File: config.mk
export PLATFORM = sky130hd
export DESIGN_NAME = vectored_priority_interrupt_ctrl
export DESIGN_NICKNAME = d
export VERILOG_FILES = /design/src/hw/intc_pkg.sv /design/src/hw/pin_edge_detect.sv /design/src/hw/vectored_priority_interrupt_ctrl.sv
export VERILOG_INCLUDE_DIRS = /design/src /design/src/hw
export SDC_FILE = /design/constraint.sdc
export NUM_CORES = 1
export LEC_CHECK = 0
export ABC_AREA = 0
export BUFFER_PORTS_ARGS = -buffer_cell sky130_fd_sc_hd__clkbuf_2
export CAP_MARGIN = 20
export CORE_ASPECT_RATIO = 1.25
export CORE_MARGIN = 1
export CORE_UTILIZATION = 57
export DETAILED_ROUTE_END_ITERATION = 10
export PLACE_DENSITY = 0.76
export SYNTH_ARGS = -nofsm -noshare
export SYNTH_HDL_FRONTEND = slang
export SYNTH_HIERARCHICAL = 1
export SYNTH_SLANG_ARGS = --single-unit
File: constraint.sdc
create_clock -name mclk -period 49.6 [get_ports mclk]
set_clock_uncertainty 0.1 [all_clocks]
set_input_delay 2.48 -clock mclk [delete_from_list [all_inputs] [get_ports mclk]]
set_output_delay 2.48 -clock mclk [all_outputs]
set_load 0.03 [all_outputs]
File: src/hw/intc_defs.svh
// Offsets, field positions, reset values and sizes of the interrupt controller
`ifndef INTC_DEFS_SVH
`define INTC_DEFS_SVH

// ****************************************************************
// Register byte offsets
// ****************************************************************
`define OFS_GLOBAL_CTRL_ONE 8'h00
`define OFS_GLOBAL_CTRL_TWO 8'h04
`define OFS_FLAG_BASE 8'h08
`define OFS_ENABLE_BASE 8'h10
`define OFS_PRIORITY_BASE 8'h18
`define OFS_PENDING_VECTOR 8'h38
`define OFS_CPU_STATUS 8'h3c
`define OFS_CORE_CONTROL 8'h40

// ****************************************************************
// Field positions
// ****************************************************************
`define BIT_NESTING_DISABLE 15
`define BIT_ALT_TABLE 15
`define POS_CPU_LEVEL 5
`define BIT_TOP_LEVEL 3
`define MASK_CTRL_ONE 16'h805e
`define MASK_CTRL_TWO 16'h8007
`define MASK_STATUS_KEEP 16'h010f
`define POS_PENDING_LEVEL 8

// ****************************************************************
// Sizes, reset values and fixed figures
// ****************************************************************
`define NUM_SOURCES 32
`define FIRST_USER_VECTOR 7'h08
`define TRAP_TOP_LEVEL 5'h0f
`define RESET_WORD 16'h0000
`define EXT_PIN_ZERO_IDX 0
`define EXT_PIN_ONE_IDX 20
`define EXT_PIN_TWO_IDX 29

`endif

File: src/hw/intc_pkg.sv
// Types shared by the interrupt controller files
package intc_pkg;
  typedef logic [15:0] word_type;
  typedef logic [6:0] vector_type;
  typedef logic [3:0] level_type;
  typedef logic [2:0] prio_type;
  typedef logic [31:0] axi_data_type;
  typedef logic [7:0] axi_addr_type;
endpackage : intc_pkg

File: src/hw/pin_edge_detect.sv
// Synchroniser and polarity-selected edge detector for one external pin
`timescale 1ns/1ps
module pin_edge_detect (
  // Clock and reset
  input wire logic mclk,
  input wire logic reset,
  // Pin and polarity
  input wire logic pinIn,
  input wire logic fallingEdge,
  // Detected edge, one-cycle pulse
  output logic edgeSeen
);
  logic sync1_reg;
  logic sync2_reg;
  logic sync3_reg;
  logic level_reg;

  // Three-stage synchroniser; first stage feeds only the second
  always_ff @(posedge mclk) begin
    if (reset) begin
      sync1_reg <= 1'b0;
      sync2_reg <= 1'b0;
      sync3_reg <= 1'b0;
    end else begin
      sync1_reg <= pinIn;
      sync2_reg <= sync1_reg;
      sync3_reg <= sync2_reg;
    end
  end

  // Level only moves once stages two and three agree
  always_ff @(posedge mclk) begin
    if (reset) begin
      level_reg <= 1'b0;
      edgeSeen <= 1'b0;
    end else begin
      edgeSeen <= 1'b0;
      if (sync2_reg == sync3_reg && sync3_reg != level_reg) begin
        level_reg <= sync3_reg;
        edgeSeen <= fallingEdge ? ~sync3_reg : sync3_reg;
      end
    end
  end
endmodule : pin_edge_detect

File: src/hw/vectored_priority_interrupt_ctrl.sv
// Vectored priority interrupt controller with AXI4-Lite register access
//
// Implementation choices: register access over AXI4-Lite and the placing of the registers.
`timescale 1ns/1ps
`include "intc_defs.svh"
module vectored_priority_interrupt_ctrl (
  // Clock and reset
  input wire logic mclk,
  input wire logic reset,
  // AXI4-Lite write address and data
  input wire logic awvalid,
  output logic awready,
  input wire intc_pkg::axi_addr_type awaddr,
  input wire logic wvalid,
  output logic wready,
  input wire intc_pkg::axi_data_type wdata,
  input wire logic [3:0] wstrb,
  // AXI4-Lite write response
  output logic bvalid,
  input wire logic bready,
  output logic [1:0] bresp,
  // AXI4-Lite read
  input wire logic arvalid,
  output logic arready,
  input wire intc_pkg::axi_addr_type araddr,
  output logic rvalid,
  input wire logic rready,
  output intc_pkg::axi_data_type rdata,
  output logic [1:0] rresp,
  // Interrupt sources
  input wire logic [`NUM_SOURCES-1:0] sourcePulse,
  input wire logic [2:0] extPins,
  input wire logic [4:0] trapPulse,
  // CPU side
  input wire logic cpuAck,
  input wire logic cpuReturn,
  input wire intc_pkg::level_type returnLevel,
  output logic irqRequest,
  output intc_pkg::vector_type irqVector,
  output intc_pkg::level_type irqLevel,
  output logic useAltTable,
  output logic nestingOff
);
  import intc_pkg::*;

  // ****************************************************************
  // Register storage
  // ****************************************************************
  word_type ctrlOne_reg;
  word_type ctrlTwo_reg;
  logic [`NUM_SOURCES-1:0] flag_reg;
  logic [`NUM_SOURCES-1:0] enable_reg;
  prio_type prio_reg [`NUM_SOURCES];
  vector_type pendVector_reg;
  level_type pendLevel_reg;
  prio_type cpuLevel_reg;
  logic topLevel_reg;
  word_type statusKeep_reg;
  logic [2:0] extEdge;
  logic [`NUM_SOURCES-1:0] setVec;
  logic [4:0] trapSet;
  logic awHeld_reg;
  logic wHeld_reg;
  axi_addr_type wAddr_reg;
  axi_data_type wData_reg;
  logic [3:0] wStrb_reg;
  logic doWrite;
  logic wMapped;
  word_type wWord;
  word_type rWord;
  logic rMapped;
  level_type cpuLevel;
  logic found;
  vector_type bestVector;
  level_type bestLevel;
  logic trapFound;
  vector_type trapVector;

  // ****************************************************************
  // External pins and event gathering
  // ****************************************************************
  genvar gi;
  generate
    for (gi = 0; gi < 3; gi++) begin : g_pin
      pin_edge_detect u_edge (
        .mclk(mclk),
        .reset(reset),
        .pinIn(extPins[gi]),
        .fallingEdge(ctrlTwo_reg[gi]),
        .edgeSeen(extEdge[gi])
      );
    end
  endgenerate

  // pins land on their vector-order flag bits
  always_comb begin
    setVec = sourcePulse;
    setVec[`EXT_PIN_ZERO_IDX] = sourcePulse[`EXT_PIN_ZERO_IDX] | extEdge[0];
    setVec[`EXT_PIN_ONE_IDX] = sourcePulse[`EXT_PIN_ONE_IDX] | extEdge[1];
    setVec[`EXT_PIN_TWO_IDX] = sourcePulse[`EXT_PIN_TWO_IDX] | extEdge[2];
  end

  // Trap pulses: divide by zero, oscillator, address, stack, math
  assign trapSet = trapPulse;

  // ****************************************************************
  // AXI4-Lite write channel
  // ****************************************************************
  assign doWrite = awHeld_reg && wHeld_reg && !bvalid;
  assign wWord = {wStrb_reg[1] ? wData_reg[15:8] : 8'h00,
                  wStrb_reg[0] ? wData_reg[7:0] : 8'h00};

  // Address and data captured in either order
  always_ff @(posedge mclk) begin
    if (reset) begin
      awHeld_reg <= 1'b0;
      wHeld_reg <= 1'b0;
      wAddr_reg <= 8'h00;
      wData_reg <= 32'h00000000;
      wStrb_reg <= 4'h0;
      awready <= 1'b0;
      wready <= 1'b0;
    end else begin
      awready <= !awHeld_reg && !(awvalid && awready);
      wready <= !wHeld_reg && !(wvalid && wready);
      if (awvalid && awready) begin
        awHeld_reg <= 1'b1;
        wAddr_reg <= awaddr;
      end else if (doWrite) begin
        awHeld_reg <= 1'b0;
      end
      if (wvalid && wready) begin
        wHeld_reg <= 1'b1;
        wData_reg <= wdata;
        wStrb_reg <= wstrb;
      end else if (doWrite) begin
        wHeld_reg <= 1'b0;
      end
    end
  end

  // Decode of mapped write addresses
  always_comb begin
    wMapped = 1'b0;
    if (wAddr_reg[1:0] == 2'b00 && wAddr_reg <= `OFS_CORE_CONTROL) begin
      wMapped = 1'b1;
    end
  end

  // Write response, error on unmapped offset
  always_ff @(posedge mclk) begin
    if (reset) begin
      bvalid <= 1'b0;
      bresp <= 2'b00;
    end else if (doWrite) begin
      bvalid <= 1'b1;
      bresp <= wMapped ? 2'b00 : 2'b10;
    end else if (bready) begin
      bvalid <= 1'b0;
    end
  end

  // ****************************************************************
  // Control registers
  // ****************************************************************
  // global controls, trap flags sticky with set winning
  always_ff @(posedge mclk) begin
    if (reset) begin
      ctrlOne_reg <= `RESET_WORD;
      ctrlTwo_reg <= `RESET_WORD;
    end else begin
      if (doWrite && wAddr_reg == `OFS_GLOBAL_CTRL_ONE) begin
        ctrlOne_reg <= wWord & `MASK_CTRL_ONE;
      end
      if (doWrite && wAddr_reg == `OFS_GLOBAL_CTRL_TWO) begin
        ctrlTwo_reg <= wWord & `MASK_CTRL_TWO;
      end
      // trap status bits set by hardware; address at bit 3, stack at bit 2
      for (int t = 1; t < 5; t++) begin
        if (trapSet[t]) begin
          ctrlOne_reg[(t == 2) ? 3 : (t == 3) ? 2 : t] <= 1'b1;
        end
      end
      if (trapSet[0]) begin
        ctrlOne_reg[6] <= 1'b1;
        ctrlOne_reg[4] <= 1'b1;
      end
    end
  end

  // ****************************************************************
  // Flags, enables and priorities
  // ****************************************************************
  // flags set by sources, software write, set wins
  always_ff @(posedge mclk) begin
    if (reset) begin
      flag_reg <= '0;
    end else begin
      if (doWrite && wAddr_reg == `OFS_FLAG_BASE) begin
        flag_reg[15:0] <= wWord;
      end
      if (doWrite && wAddr_reg == `OFS_FLAG_BASE + 8'h04) begin
        flag_reg[31:16] <= wWord;
      end
      for (int s = 0; s < `NUM_SOURCES; s++) begin
        if (setVec[s]) begin
          flag_reg[s] <= 1'b1;
        end
      end
    end
  end

  always_ff @(posedge mclk) begin
    if (reset) begin
      enable_reg <= '0;
    end else begin
      if (doWrite && wAddr_reg == `OFS_ENABLE_BASE) begin
        enable_reg[15:0] <= wWord;
      end
      if (doWrite && wAddr_reg == `OFS_ENABLE_BASE + 8'h04) begin
        enable_reg[31:16] <= wWord;
      end
    end
  end

  // four three-bit priorities per register, low source first
  always_ff @(posedge mclk) begin
    if (reset) begin
      for (int p = 0; p < `NUM_SOURCES; p++) begin
        prio_reg[p] <= 3'h0;
      end
    end else begin
      for (int p = 0; p < `NUM_SOURCES; p++) begin
        if (doWrite && wAddr_reg == `OFS_PRIORITY_BASE + 8'((p / 4) * 4)) begin
          prio_reg[p] <= wWord[(p % 4) * 4 +: 3];
        end
      end
    end
  end

  // ****************************************************************
  // CPU status and core control
  // ****************************************************************
  // four-bit CPU level from top bit and status field
  assign cpuLevel = {topLevel_reg, cpuLevel_reg};

  // level field writable unless nesting disabled
  always_ff @(posedge mclk) begin
    if (reset) begin
      cpuLevel_reg <= 3'h0;
      statusKeep_reg <= `RESET_WORD;
    end else begin
      if (doWrite && wAddr_reg == `OFS_CPU_STATUS) begin
        statusKeep_reg <= wWord & `MASK_STATUS_KEEP;
        if (!ctrlOne_reg[`BIT_NESTING_DISABLE]) begin
          cpuLevel_reg <= wWord[`POS_CPU_LEVEL +: 3];
        end
      end
      // entry raises level, blocks user-source nesting when disabled
      if (cpuAck && irqRequest) begin
        cpuLevel_reg <= ctrlOne_reg[`BIT_NESTING_DISABLE] ? 3'h7 : irqLevel[2:0];
      end else if (cpuReturn) begin
        cpuLevel_reg <= returnLevel[2:0];
      end
    end
  end

  // top bit has no software write path
  always_ff @(posedge mclk) begin
    if (reset) begin
      topLevel_reg <= 1'b0;
    end else if (cpuAck && irqRequest) begin
      topLevel_reg <= irqLevel[3];
    end else if (cpuReturn) begin
      topLevel_reg <= returnLevel[3];
    end
  end

  // ****************************************************************
  // Priority resolution
  // ****************************************************************
  // highest enabled pending priority, strict compare keeps lower index
  always_comb begin
    found = 1'b0;
    bestVector = 7'h00;
    bestLevel = 4'h0;
    for (int s = 0; s < `NUM_SOURCES; s++) begin
      if (flag_reg[s] && enable_reg[s] && {1'b0, prio_reg[s]} > bestLevel) begin
        found = 1'b1;
        bestVector = `FIRST_USER_VECTOR + 7'(s);
        bestLevel = {1'b0, prio_reg[s]};
      end
    end
    // user level never exceeds 7, so 111 or top bit blocks it
    if (bestLevel <= cpuLevel) begin
      found = 1'b0;
    end
  end

  // Traps: lower vector wins, level fifteen minus vector
  always_comb begin
    trapFound = 1'b0;
    trapVector = 7'h00;
    for (int t = 4; t > 0; t--) begin
      // Vector t read from its status bit position
      if (ctrlOne_reg[(t == 2) ? 3 : (t == 3) ? 2 : t]) begin
        trapFound = 1'b1;
        trapVector = 7'(t);
      end
    end
    if ({1'b0, `TRAP_TOP_LEVEL} - {1'b0, 4'(trapVector)} <= {1'b0, cpuLevel}) begin
      trapFound = 1'b0;
    end
  end

  // latch vector and level of the presented interrupt
  always_ff @(posedge mclk) begin
    if (reset) begin
      pendVector_reg <= 7'h00;
      pendLevel_reg <= 4'h0;
      irqRequest <= 1'b0;
    end else begin
      irqRequest <= trapFound || found;
      if (trapFound) begin
        pendVector_reg <= trapVector;
        pendLevel_reg <= 4'(`TRAP_TOP_LEVEL - 5'(trapVector));
      end else if (found) begin
        pendVector_reg <= bestVector;
        pendLevel_reg <= bestLevel;
      end
    end
  end

  assign irqVector = pendVector_reg;
  assign irqLevel = pendLevel_reg;

  // table select and nesting state driven out from registers
  assign useAltTable = ctrlTwo_reg[`BIT_ALT_TABLE];
  assign nestingOff = ctrlOne_reg[`BIT_NESTING_DISABLE];

  // ****************************************************************
  // AXI4-Lite read channel
  // ****************************************************************
  // Read multiplexer, unmapped offsets read zero
  always_comb begin
    rWord = 16'h0000;
    rMapped = 1'b1;
    if (araddr == `OFS_GLOBAL_CTRL_ONE) begin
      rWord = ctrlOne_reg;
    end else if (araddr == `OFS_GLOBAL_CTRL_TWO) begin
      rWord = ctrlTwo_reg;
    end else if (araddr == `OFS_FLAG_BASE) begin
      rWord = flag_reg[15:0];
    end else if (araddr == `OFS_FLAG_BASE + 8'h04) begin
      rWord = flag_reg[31:16];
    end else if (araddr == `OFS_ENABLE_BASE) begin
      rWord = enable_reg[15:0];
    end else if (araddr == `OFS_ENABLE_BASE + 8'h04) begin
      rWord = enable_reg[31:16];
    end else if (araddr >= `OFS_PRIORITY_BASE && araddr < `OFS_PENDING_VECTOR
                 && araddr[1:0] == 2'b00) begin
      for (int q = 0; q < 4; q++) begin
        rWord[q * 4 +: 3] = prio_reg[((araddr - `OFS_PRIORITY_BASE) >> 2) * 4 + q];
      end
    end else if (araddr == `OFS_PENDING_VECTOR) begin
      rWord = {4'h0, pendLevel_reg, 1'b0, pendVector_reg};
    end else if (araddr == `OFS_CPU_STATUS) begin
      rWord = statusKeep_reg | {8'h00, cpuLevel_reg, 5'h00};
    end else if (araddr == `OFS_CORE_CONTROL) begin
      rWord = {12'h000, topLevel_reg, 3'h0};
    end else begin
      rMapped = 1'b0;
    end
  end

  // Read address taken when no data waits
  always_ff @(posedge mclk) begin
    if (reset) begin
      arready <= 1'b0;
      rvalid <= 1'b0;
      rdata <= 32'h00000000;
      rresp <= 2'b00;
    end else begin
      arready <= !rvalid && !(arvalid && arready);
      if (arvalid && arready) begin
        rvalid <= 1'b1;
        rdata <= {16'h0000, rWord};
        rresp <= rMapped ? 2'b00 : 2'b10;
      end else if (rready) begin
        rvalid <= 1'b0;
      end
    end
  end
endmodule : vectored_priority_interrupt_ctrl
==> summary.md, run 1 <==
| Metric | Value |
|---|---|
| Status | finished, final reports clean |
| Clock root buffer master | clkbuf_16 |
| WP data arrival | roughly 47 ns |
| Fin. Hold Viols | 0 |
| Synthesized flop and latch total | 256 |
| Drt drc | 0 |
| Post-Syn Instances | between 1500 and 2000 |
| Worst Setup SP | prio_reg[0][0]$_SDFFCE_PN0P_ |
| Fill cell count | 2412 |
| Routed wire length | 57200 µm |
| Die Wd | 155 µm |
| Total GRT Usage | 37.5% |
| Share of cells above drive strength 1 | 15.0% |
| Worst endpoint required time | between 40 and 50 ns |
| WL met1 | 21600 µm |
| Synth Area in Compound Gates | roughly 24% |
| Buf/Inv on CP | 12 |
| Boundary Pins | 160 |
| Mux contribution to synthesized area | 5.72% |
| EDFF count, synth | 96 |
| Synth area leaders | dfxtp_1 (19%), edfxtp_1 (17%), nor2_1 (7.4%), ha_1 (5.6%), a21oi_1 (4.9%) |
| 1st-pass router iterations | 7 |
| TritonCTS clock tree | done |
| GR Overflow Total | 0 |
| Worst r2r dst | irqLevel[1]$_SDFFE_PP0P_ |
| CTS H-tree lvls | 1 |
| Int Power | 0.000352 W |
| Reg2reg start | prio_reg[0][0]$_SDFFCE_PN0P_ |
| Final setup TNS | 0 ns |
| Antenna-violating nets left | 0 |
| Fin. max-slew vios | 0 |
| Met2 routed WL | 25800 µm |
| # placed instances | 2438 |
| CORE AREA | 28600 µm² |
| Crit Path Class | flop to flop |
| Reg2reg path depth | roughly 220 |
| DRT iter0 DRCs | roughly 1600 |
| Most instantiated cells after synthesis | nor2_1 (329), nand2_1 (217), a21oi_1 (163), dfxtp_1 (160), inv_1 (99) |
| Worst Path Max Fanout | 14 |
| TritonCTS buffer count | 24 |
| Rel. slew slack | 23.3% |
| Prevailing post-synth register cell | dfxtp_1 |
| Top cell type by total area after synthesis | dfxtp_1 |
| Wire per inst | 22.9 µm |
| Clk buf depth | 3 |
| Register share of total power | 50.0% |
| Leakage | 7.32 nW |
| ANT cells | 0 |
| Power density over the cells | 25.6 nW/µm² |
| Largest net degree at the start of global routing | 99 |
| Sequential fraction of the synthesis area | 36.6% |
| Critical Path End Type | flop |
| First-pass GRT wire length | 84100 µm |
| Final Non-Filler Cells | 2499 |
| Simple-gate share of the synthesized area | between 20% and 30% |
| Clock share of power | about two fifths |
| Total number of vias | 16400 |
| Synthesized area per cell | 8.34 µm² |
| Area share of the largest cell type after synthesis | 19.3% |
| Largest register FFs | 96 |
| PortBufs | 122 |
| Most frequent cell after synthesis | nor2_1 |
| Post-detail-place hpwl | 44400 µm |
| Top Metal Used | met4 |
| Adder-cell share of the synthesized area | 5.65% |
| Fmax | 0.0215 GHz |
| Largest family of logic cells by synthesized area | compound AO/OA/AOI/OAI gates |
| Crit. path cell count | 223 |
| Synth Area in XOR/XNOR | 0.211% |
| Area grow syn2layout | 12.5% |
| Top Family by Delay on Critical Path | compound AO/OA/AOI/OAI gates |
| Die area | roughly 30000 µm² |
| Starting Density | 58.2% |
| Net Sw Power | 0.000126 W |
| Initial antenna violation count | 0 |
| Hold Crit Class | flop to flop |
| Crit start category | flop |
| Cell mode on critical path | ha_1 |
| Sw frac | 26.4% |
| Cell variety after synth | around 110 |
| Max stage delay on crit path | 0.58 ns |
| Final setup fails | 0 |
| Crit-path slowest cell | or4b_2 |
| Clock slew seen by the registers of the worst setup and hold paths | 0.06 ns |
| Combinational share of power | 10.0% |
| Worst Setup EP | irqLevel[1]$_SDFFE_PP0P_ |
| Worst vdd ir | 0.0000297 V |
| Register-to-register setup slack | 3.02 ns |
| Number of vias per cell | 6.58 |
| Max Cap Viol | 0 |
| Height of the die | 193 µm |
| Tmin final | 46.58 ns |
| Part of the cycle the worst path needs | 93.9% |
| Clk sinks | about 260 |
| Met3 wire length | between 5000 and 6000 µm |
| Post-synth ARST share | 0% |
| GPL Wtd Cong | 0.995 |
| Yosys Warn Count | 6 |
| Synthesized cell area | about 17000 µm² |
| Worst Tran Pin Value | 1.15 ns |
| Via count of the first global-routing pass | 14600 |
| Layout Nets | 2271 |
| Clk_lat worst skew | between 0.5 and 0.6 ns |
| FP Rows | 69 |
-- cell families (layout without fill, tap and decap cells) --
family	count (synthesis)	in the layout
DFF	256	256
other	1	19
xor gates and xnor gates	4	4
buffers and inverters	192	291
adders and majority gates	75	75
and+or+nand+nor	830	830
muxes	64	64
AOI/OAI and AO/OA	570	570
-- placed cells by master, fill, tap and decap left out, types with 9 or more instances in the layout --
cell       instances
edfxtp_1          96
a311oi_1          10
a221oi_1          16
buf_4             26
conb_1            19
ha_1              75
or2_2             13
nand3_1           75
nand2b_1          21
inv_1             99
o21ai_0           76
a31oi_1           26
clkbuf_16         26
nor2_1           325
nor3_1            35
mux4_2            24
a21oi_1          158
nor2b_1           28
nand4_1            9
dfxtp_1          158
o2111ai_1         11
and2_1            21
a211oi_1          52
clkbuf_2         121
nand2_1          215
a22oi_1           16
mux2i_1           30
o211ai_1          15
and3_1            20
a21o_1            16
o31ai_1           15
-- worst min path at each step --
| stage | slack (ns) | depth (start not counted) | endpoint | from |
|---|---|---|---|---|
| global placement | 0.32 | 1 | g_pin[0].u_edge/sync2_reg$_SDFF_PP0_ | g_pin[0].u_edge/sync1_reg$_SDFF_PP0_ |
| floorplan | 0.31 | 1 | g_pin[0].u_edge/sync2_reg$_SDFF_PP0_ | g_pin[0].u_edge/sync1_reg$_SDFF_PP0_ |
| detailed placement | 0.33 | 1 | g_pin[2].u_edge/sync2_reg$_SDFF_PP0_ | g_pin[2].u_edge/sync1_reg$_SDFF_PP0_ |
| global route | 0.35 | 1 | g_pin[2].u_edge/sync2_reg$_SDFF_PP0_ | g_pin[2].u_edge/sync1_reg$_SDFF_PP0_ |
| CTS | 0.34 | 1 | g_pin[2].u_edge/sync2_reg$_SDFF_PP0_ | g_pin[2].u_edge/sync1_reg$_SDFF_PP0_ |
| finish | 0.34 | 1 | g_pin[2].u_edge/sync2_reg$_SDFF_PP0_ | g_pin[2].u_edge/sync1_reg$_SDFF_PP0_ |
-- per-layer routing --
| metal | up-vias | track usage (%) |
|---|---|---|
| met4 | 0 | 25.9 |
| met5 | - | 0 |
| met1 | 7722 | 46.8 |
| met3 | 197 | 5.64 |
| li1 | 7548 | - |
| met2 | 967 | 60.2 |
-- final cells by class --
type,instances,area (µm²),area share (%)
Multi-Input combinational cell,1562,10100,54.0
Sequential cell,256,6090,32.6
Timing Repair Buffer,148,828,4.43
Clock buffer,33,727,3.89
Tap cell,390,488,2.61
Inverter,99,372,1.99
Clock inverter,11,90.1,0.482
-- power by group through the flow --
stage                logic, W  clock network [W]  registers [W]
finish              0.0000480           0.000191       0.000239
global route        0.0000522           0.000198       0.000240
CTS                 0.0000465           0.000190       0.000238
detailed placement  0.0000461                  0       0.000243
global placement    0.0000452                  0       0.000243
floorplan           0.0000313                  0       0.000240
-- repair_timing --
| item | 4_1_cts | 5_1_grt |
|---|---|---|
| gates resized for setup | 1 | 59 |
| buffers inserted | 0 | 16 |
| gates cloned | 0 | 0 |
| hold buffers | 0 | 0 |
| setup endpoints to repair | 2 | 11 |
| pin swaps | 0 | 11 |
-- through the flow --
stage	setup WS [ns]	area (µm²)	total power (W)	hold slack, ns	util, %
2_1_floorplan	7.43	16700	0.000271	0.314	-
3_3_place_gp	1.04	17400	0.000288	0.318	61.0
3_5_place_dp	0.150	17400	0.000289	0.327	61.0
4_1_cts	0.164	18200	0.000475	0.343	63.9
5_1_grt	-0.239	18700	0.000489	0.350	65.4
6_report	3.02	18700	0.000478	0.335	65.4
Power figures use the tool's default switching activity.
==> run 2: changes to the inputs <==
--- a/config.mk
+++ b/config.mk
@@ -6,14 +6,15 @@
 export SDC_FILE = /design/constraint.sdc
 export NUM_CORES = 1
 export LEC_CHECK = 0
-export ABC_AREA = 0
+export ABC_AREA = 1
 export BUFFER_PORTS_ARGS = -buffer_cell sky130_fd_sc_hd__clkbuf_2
 export CAP_MARGIN = 20
 export CORE_ASPECT_RATIO = 1.25
 export CORE_MARGIN = 1
 export CORE_UTILIZATION = 57
 export DETAILED_ROUTE_END_ITERATION = 10
-export PLACE_DENSITY = 0.76
+export PLACE_DENSITY = 0.77
+export SLEW_MARGIN = 20
 export SYNTH_ARGS = -nofsm -noshare
 export SYNTH_HDL_FRONTEND = slang
 export SYNTH_HIERARCHICAL = 1
==> summary.md, run 2 <==
| Metric | Value |
|---|---|
| Initial antenna violation count | 0 |
| Number of vias per cell | 5.86 |
| Routed wire length | 50300 µm |
| Largest register FFs | 96 |
| First-pass GRT wire length | around 76000 µm |
| FP Rows | 67 |
| Crit. path cell count | 274 |
| WP data arrival | 35.93 ns |
| Final Power | 0.000472 W |
| Tmin final | 35.62 ns |
| Synth area leaders | dfxtp_1 (21%), edfxtp_1 (19%), nand2_1 (10%), inv_1 (6.7%), ha_1 (6.0%) |
| PortBufs | 122 |
| Status | finished, final reports clean |
| GR Overflow Total | 0 |
| Die Wd | 150 µm |
| Crit start category | flop |
| # hold bufs at CTS | 0 |
| Yosys Warn Count | 6 |
| CORE AREA | 26800 µm² |
| Finished Cell Area | 17100 µm² |
| Total GRT Usage | 36.0% |
| Buf/Inv on CP | 53 |
| Height of the die | ~190 µm |
| Post-Syn Instances | ~2200 |
| 1st-pass router iterations | 6 |
| Crit Path Class | flop to flop |
| Fill cell count | roughly 2400 |
| Layout Nets | about 2400 |
| Prevailing post-synth register cell | dfxtp_1 |
| Worst endpoint required time | 49.91 ns |
| Rel. slew slack | 30.4% |
| Clk buf depth | 3 |
| Via count of the first global-routing pass | 14400 |
| Largest net degree at the start of global routing | 74 |
| Synthesized flop and latch total | 256 |
| Part of the cycle the worst path needs | 71.8% |
| # placed instances | 2571 |
| Clk_lat worst skew | 0.53 ns |
| Top cell type by total area after synthesis | dfxtp_1 |
| Top Family by Delay on Critical Path | simple AND/OR/NAND/NOR gates |
| Final setup fails | 0 |
| Hold Crit Class | flop to flop |
| Commonest cells after routing, fill and taps aside | nand2_1 (432), inv_1 (276), nor2_1 (235), o21ai_0 (176), nand3_1 (165) |
| DRT iter0 DRCs | 1632 |
| Fin. Hold Viols | 0 |
| Critical Path End Type | flop |
| Clock slew seen by the registers of the worst setup and hold paths | 0.07 ns |
| Worst hold stages | 2 |
| Clk sinks | 256 |
| Power density over the cells | between 20 and 30 nW/µm² |
| Synthesized area per cell | 7.21 µm² |
| Max stage delay on crit path | 0.46 ns |
| Starting Density | 57.9% |
| Worst Tran Pin Value | 1.04 ns |
| Worst Path Max Fanout | 10 |
| Cell variety after synth | slightly above 50 |
| Worst vdd ir | 0.0000406 V |
| Total number of vias | 15300 |
| CTS resizes | 0 |
| TritonCTS clock tree | done |
| EDFF count, synth | 96 |
| Post-synth ARST share | 0% |
| Number of setup buffers added after CTS | 0 |
| Sequential fraction of the synthesis area | approximately two fifths |
| CTS H-tree lvls | 1 |
| Reg2reg path depth | roughly 270 |
| Drt drc | 0 |
| Max Cap Viol | 0 |
| Most common cell after layout, fill and taps aside | nand2_1 |
| Leakage | 8.03 nW |
| Antenna-violating nets left | 0 |
| Most instantiated cells after synthesis | nand2_1 (432), inv_1 (277), nor2_1 (235), o21ai_0 (178), nand3_1 (165) |
| Fin. max-slew vios | 0 |
| Clock root buffer master | clkbuf_16 |
| Cell mode on critical path | nand2_1 |
| Placed Area | 16300 µm² |
| Synthesized cell area | 15500 µm² |
| Final setup TNS | 0 ns |
| Area share of the largest cell type after synthesis | 20.6% |
| Most frequent cell after synthesis | nand2_1 |
| Final Non-Filler Cells | between 2000 and 3000 |
| ANT cells | 0 |
| Die area | 27900 µm² |
| GPL Wtd Cong | 1.03 |
| TritonCTS buffer count | 24 |
| Share of cells above drive strength 1 | 13.3% |
| Area grow syn2layout | 10.2% |
| Post-detail-place hpwl | 39500 µm |
| Unrepaired setup endpoints after global routing | no |
| Fmax | approximately 0.028 GHz |
| Wire per inst | 19.2 µm |
| Boundary Pins | between 150 and 200 |
| Crit-path slowest cell | a311oi_1 |
[run 2: cell count changes in the layout (fill, tap and decap cells not counted), moves of 52 or more]
cell and change:
nand2_2 +57, o22ai_1 +52, o21ai_0 +100, nand2_1 +217
nand3_1 +90, inv_1 +177, nor2_1 -90
[run 2: final cells by class]
class / instances / area, µm² / area share [%]
Clock buffer: 36 / 716 / 4.18
Clock inverter: 7 / 75.1 / 0.439
Inverter: 324 / 1300 / 7.59
Multi-Input combinational cell: 1515 / 7830 / 45.7
Sequential cell: 256 / 6090 / 35.6
Tap cell: 345 / 432 / 2.52
Timing Repair Buffer: 131 / 681 / 3.98
[run 2: cell families after synthesis]
| group | after synthesis | share of synthesized area [%] |
|---|---|---|
| buffers and inverters | 400 | 10.9 |
| adder cells (fa/ha/maj) | 75 | 6.04 |
| other | 1 | 0.0242 |
| flip-flops | 256 | 39.2 |
| AO/OA/AOI/OAI | 469 | 17.0 |
| AND/OR/NAND/NOR | 951 | 26.8 |
| multiplexers | 1 | 0.0645 |
[run 2: final timing paths]
kind	from	end	slack, ns
worst min-delay path	g_pin[0].u_edge/sync1_reg$_SDFF_PP0_	g_pin[0].u_edge/sync2_reg$_SDFF_PP0_	0.30
worst min register to register	g_pin[0].u_edge/sync1_reg$_SDFF_PP0_	g_pin[0].u_edge/sync2_reg$_SDFF_PP0_	0.30
worst max register to register	enable_reg[0]$_SDFFE_PP0P_	irqLevel[0]$_SDFFE_PP0P_	13.98
worst max-delay path	enable_reg[0]$_SDFFE_PP0P_	irqLevel[0]$_SDFFE_PP0P_	13.98
[run 2: worst reg2reg max path: cells and delay by family (launching register included)]
kind | cells | cell delay (ns)
simple gates | 151 | 13.39
flops | 1 | 0.39
buf+inv | 53 | 4.41
compound gates | 38 | 7.55
fa+ha+maj | 32 | 9.71
[run 2: metrics by stage]
step | setup WS, ns | utilization, % | hold WS, ns
finish | 13.98 | 63.8 | 0.301
global route | 9.93 | 63.8 | 0.318
CTS | 14.21 | 63.8 | 0.303
detailed placement | 14.42 | 60.9 | 0.295
global placement | 15.21 | 60.9 | 0.293
floorplan | 19.53 | - | 0.288
[run 2: per-layer routing]
layer | part of all wire (%) | track usage (%) | vias to the layer above | wire length, µm
met5 | 0 | 0 | - | 0
met4 | 7.2 | 22.6 | 0 | 3600
met3 | 8.2 | 4.52 | 210 | 4110
met2 | 46 | 59.9 | 795 | 23200
met1 | 39 | 43.8 | 6984 | 19400
li1 | - | - | 7317 | -
[run 2: power breakdown]
part	leakage, nW	internal [W]	switching (W)
Combinational	5.33	0.0000154	0.0000348
Sequential	2.30	0.000227	0.00000914
Clock	0.389	0.000105	0.0000809
Total	8.03	0.000347	0.000125
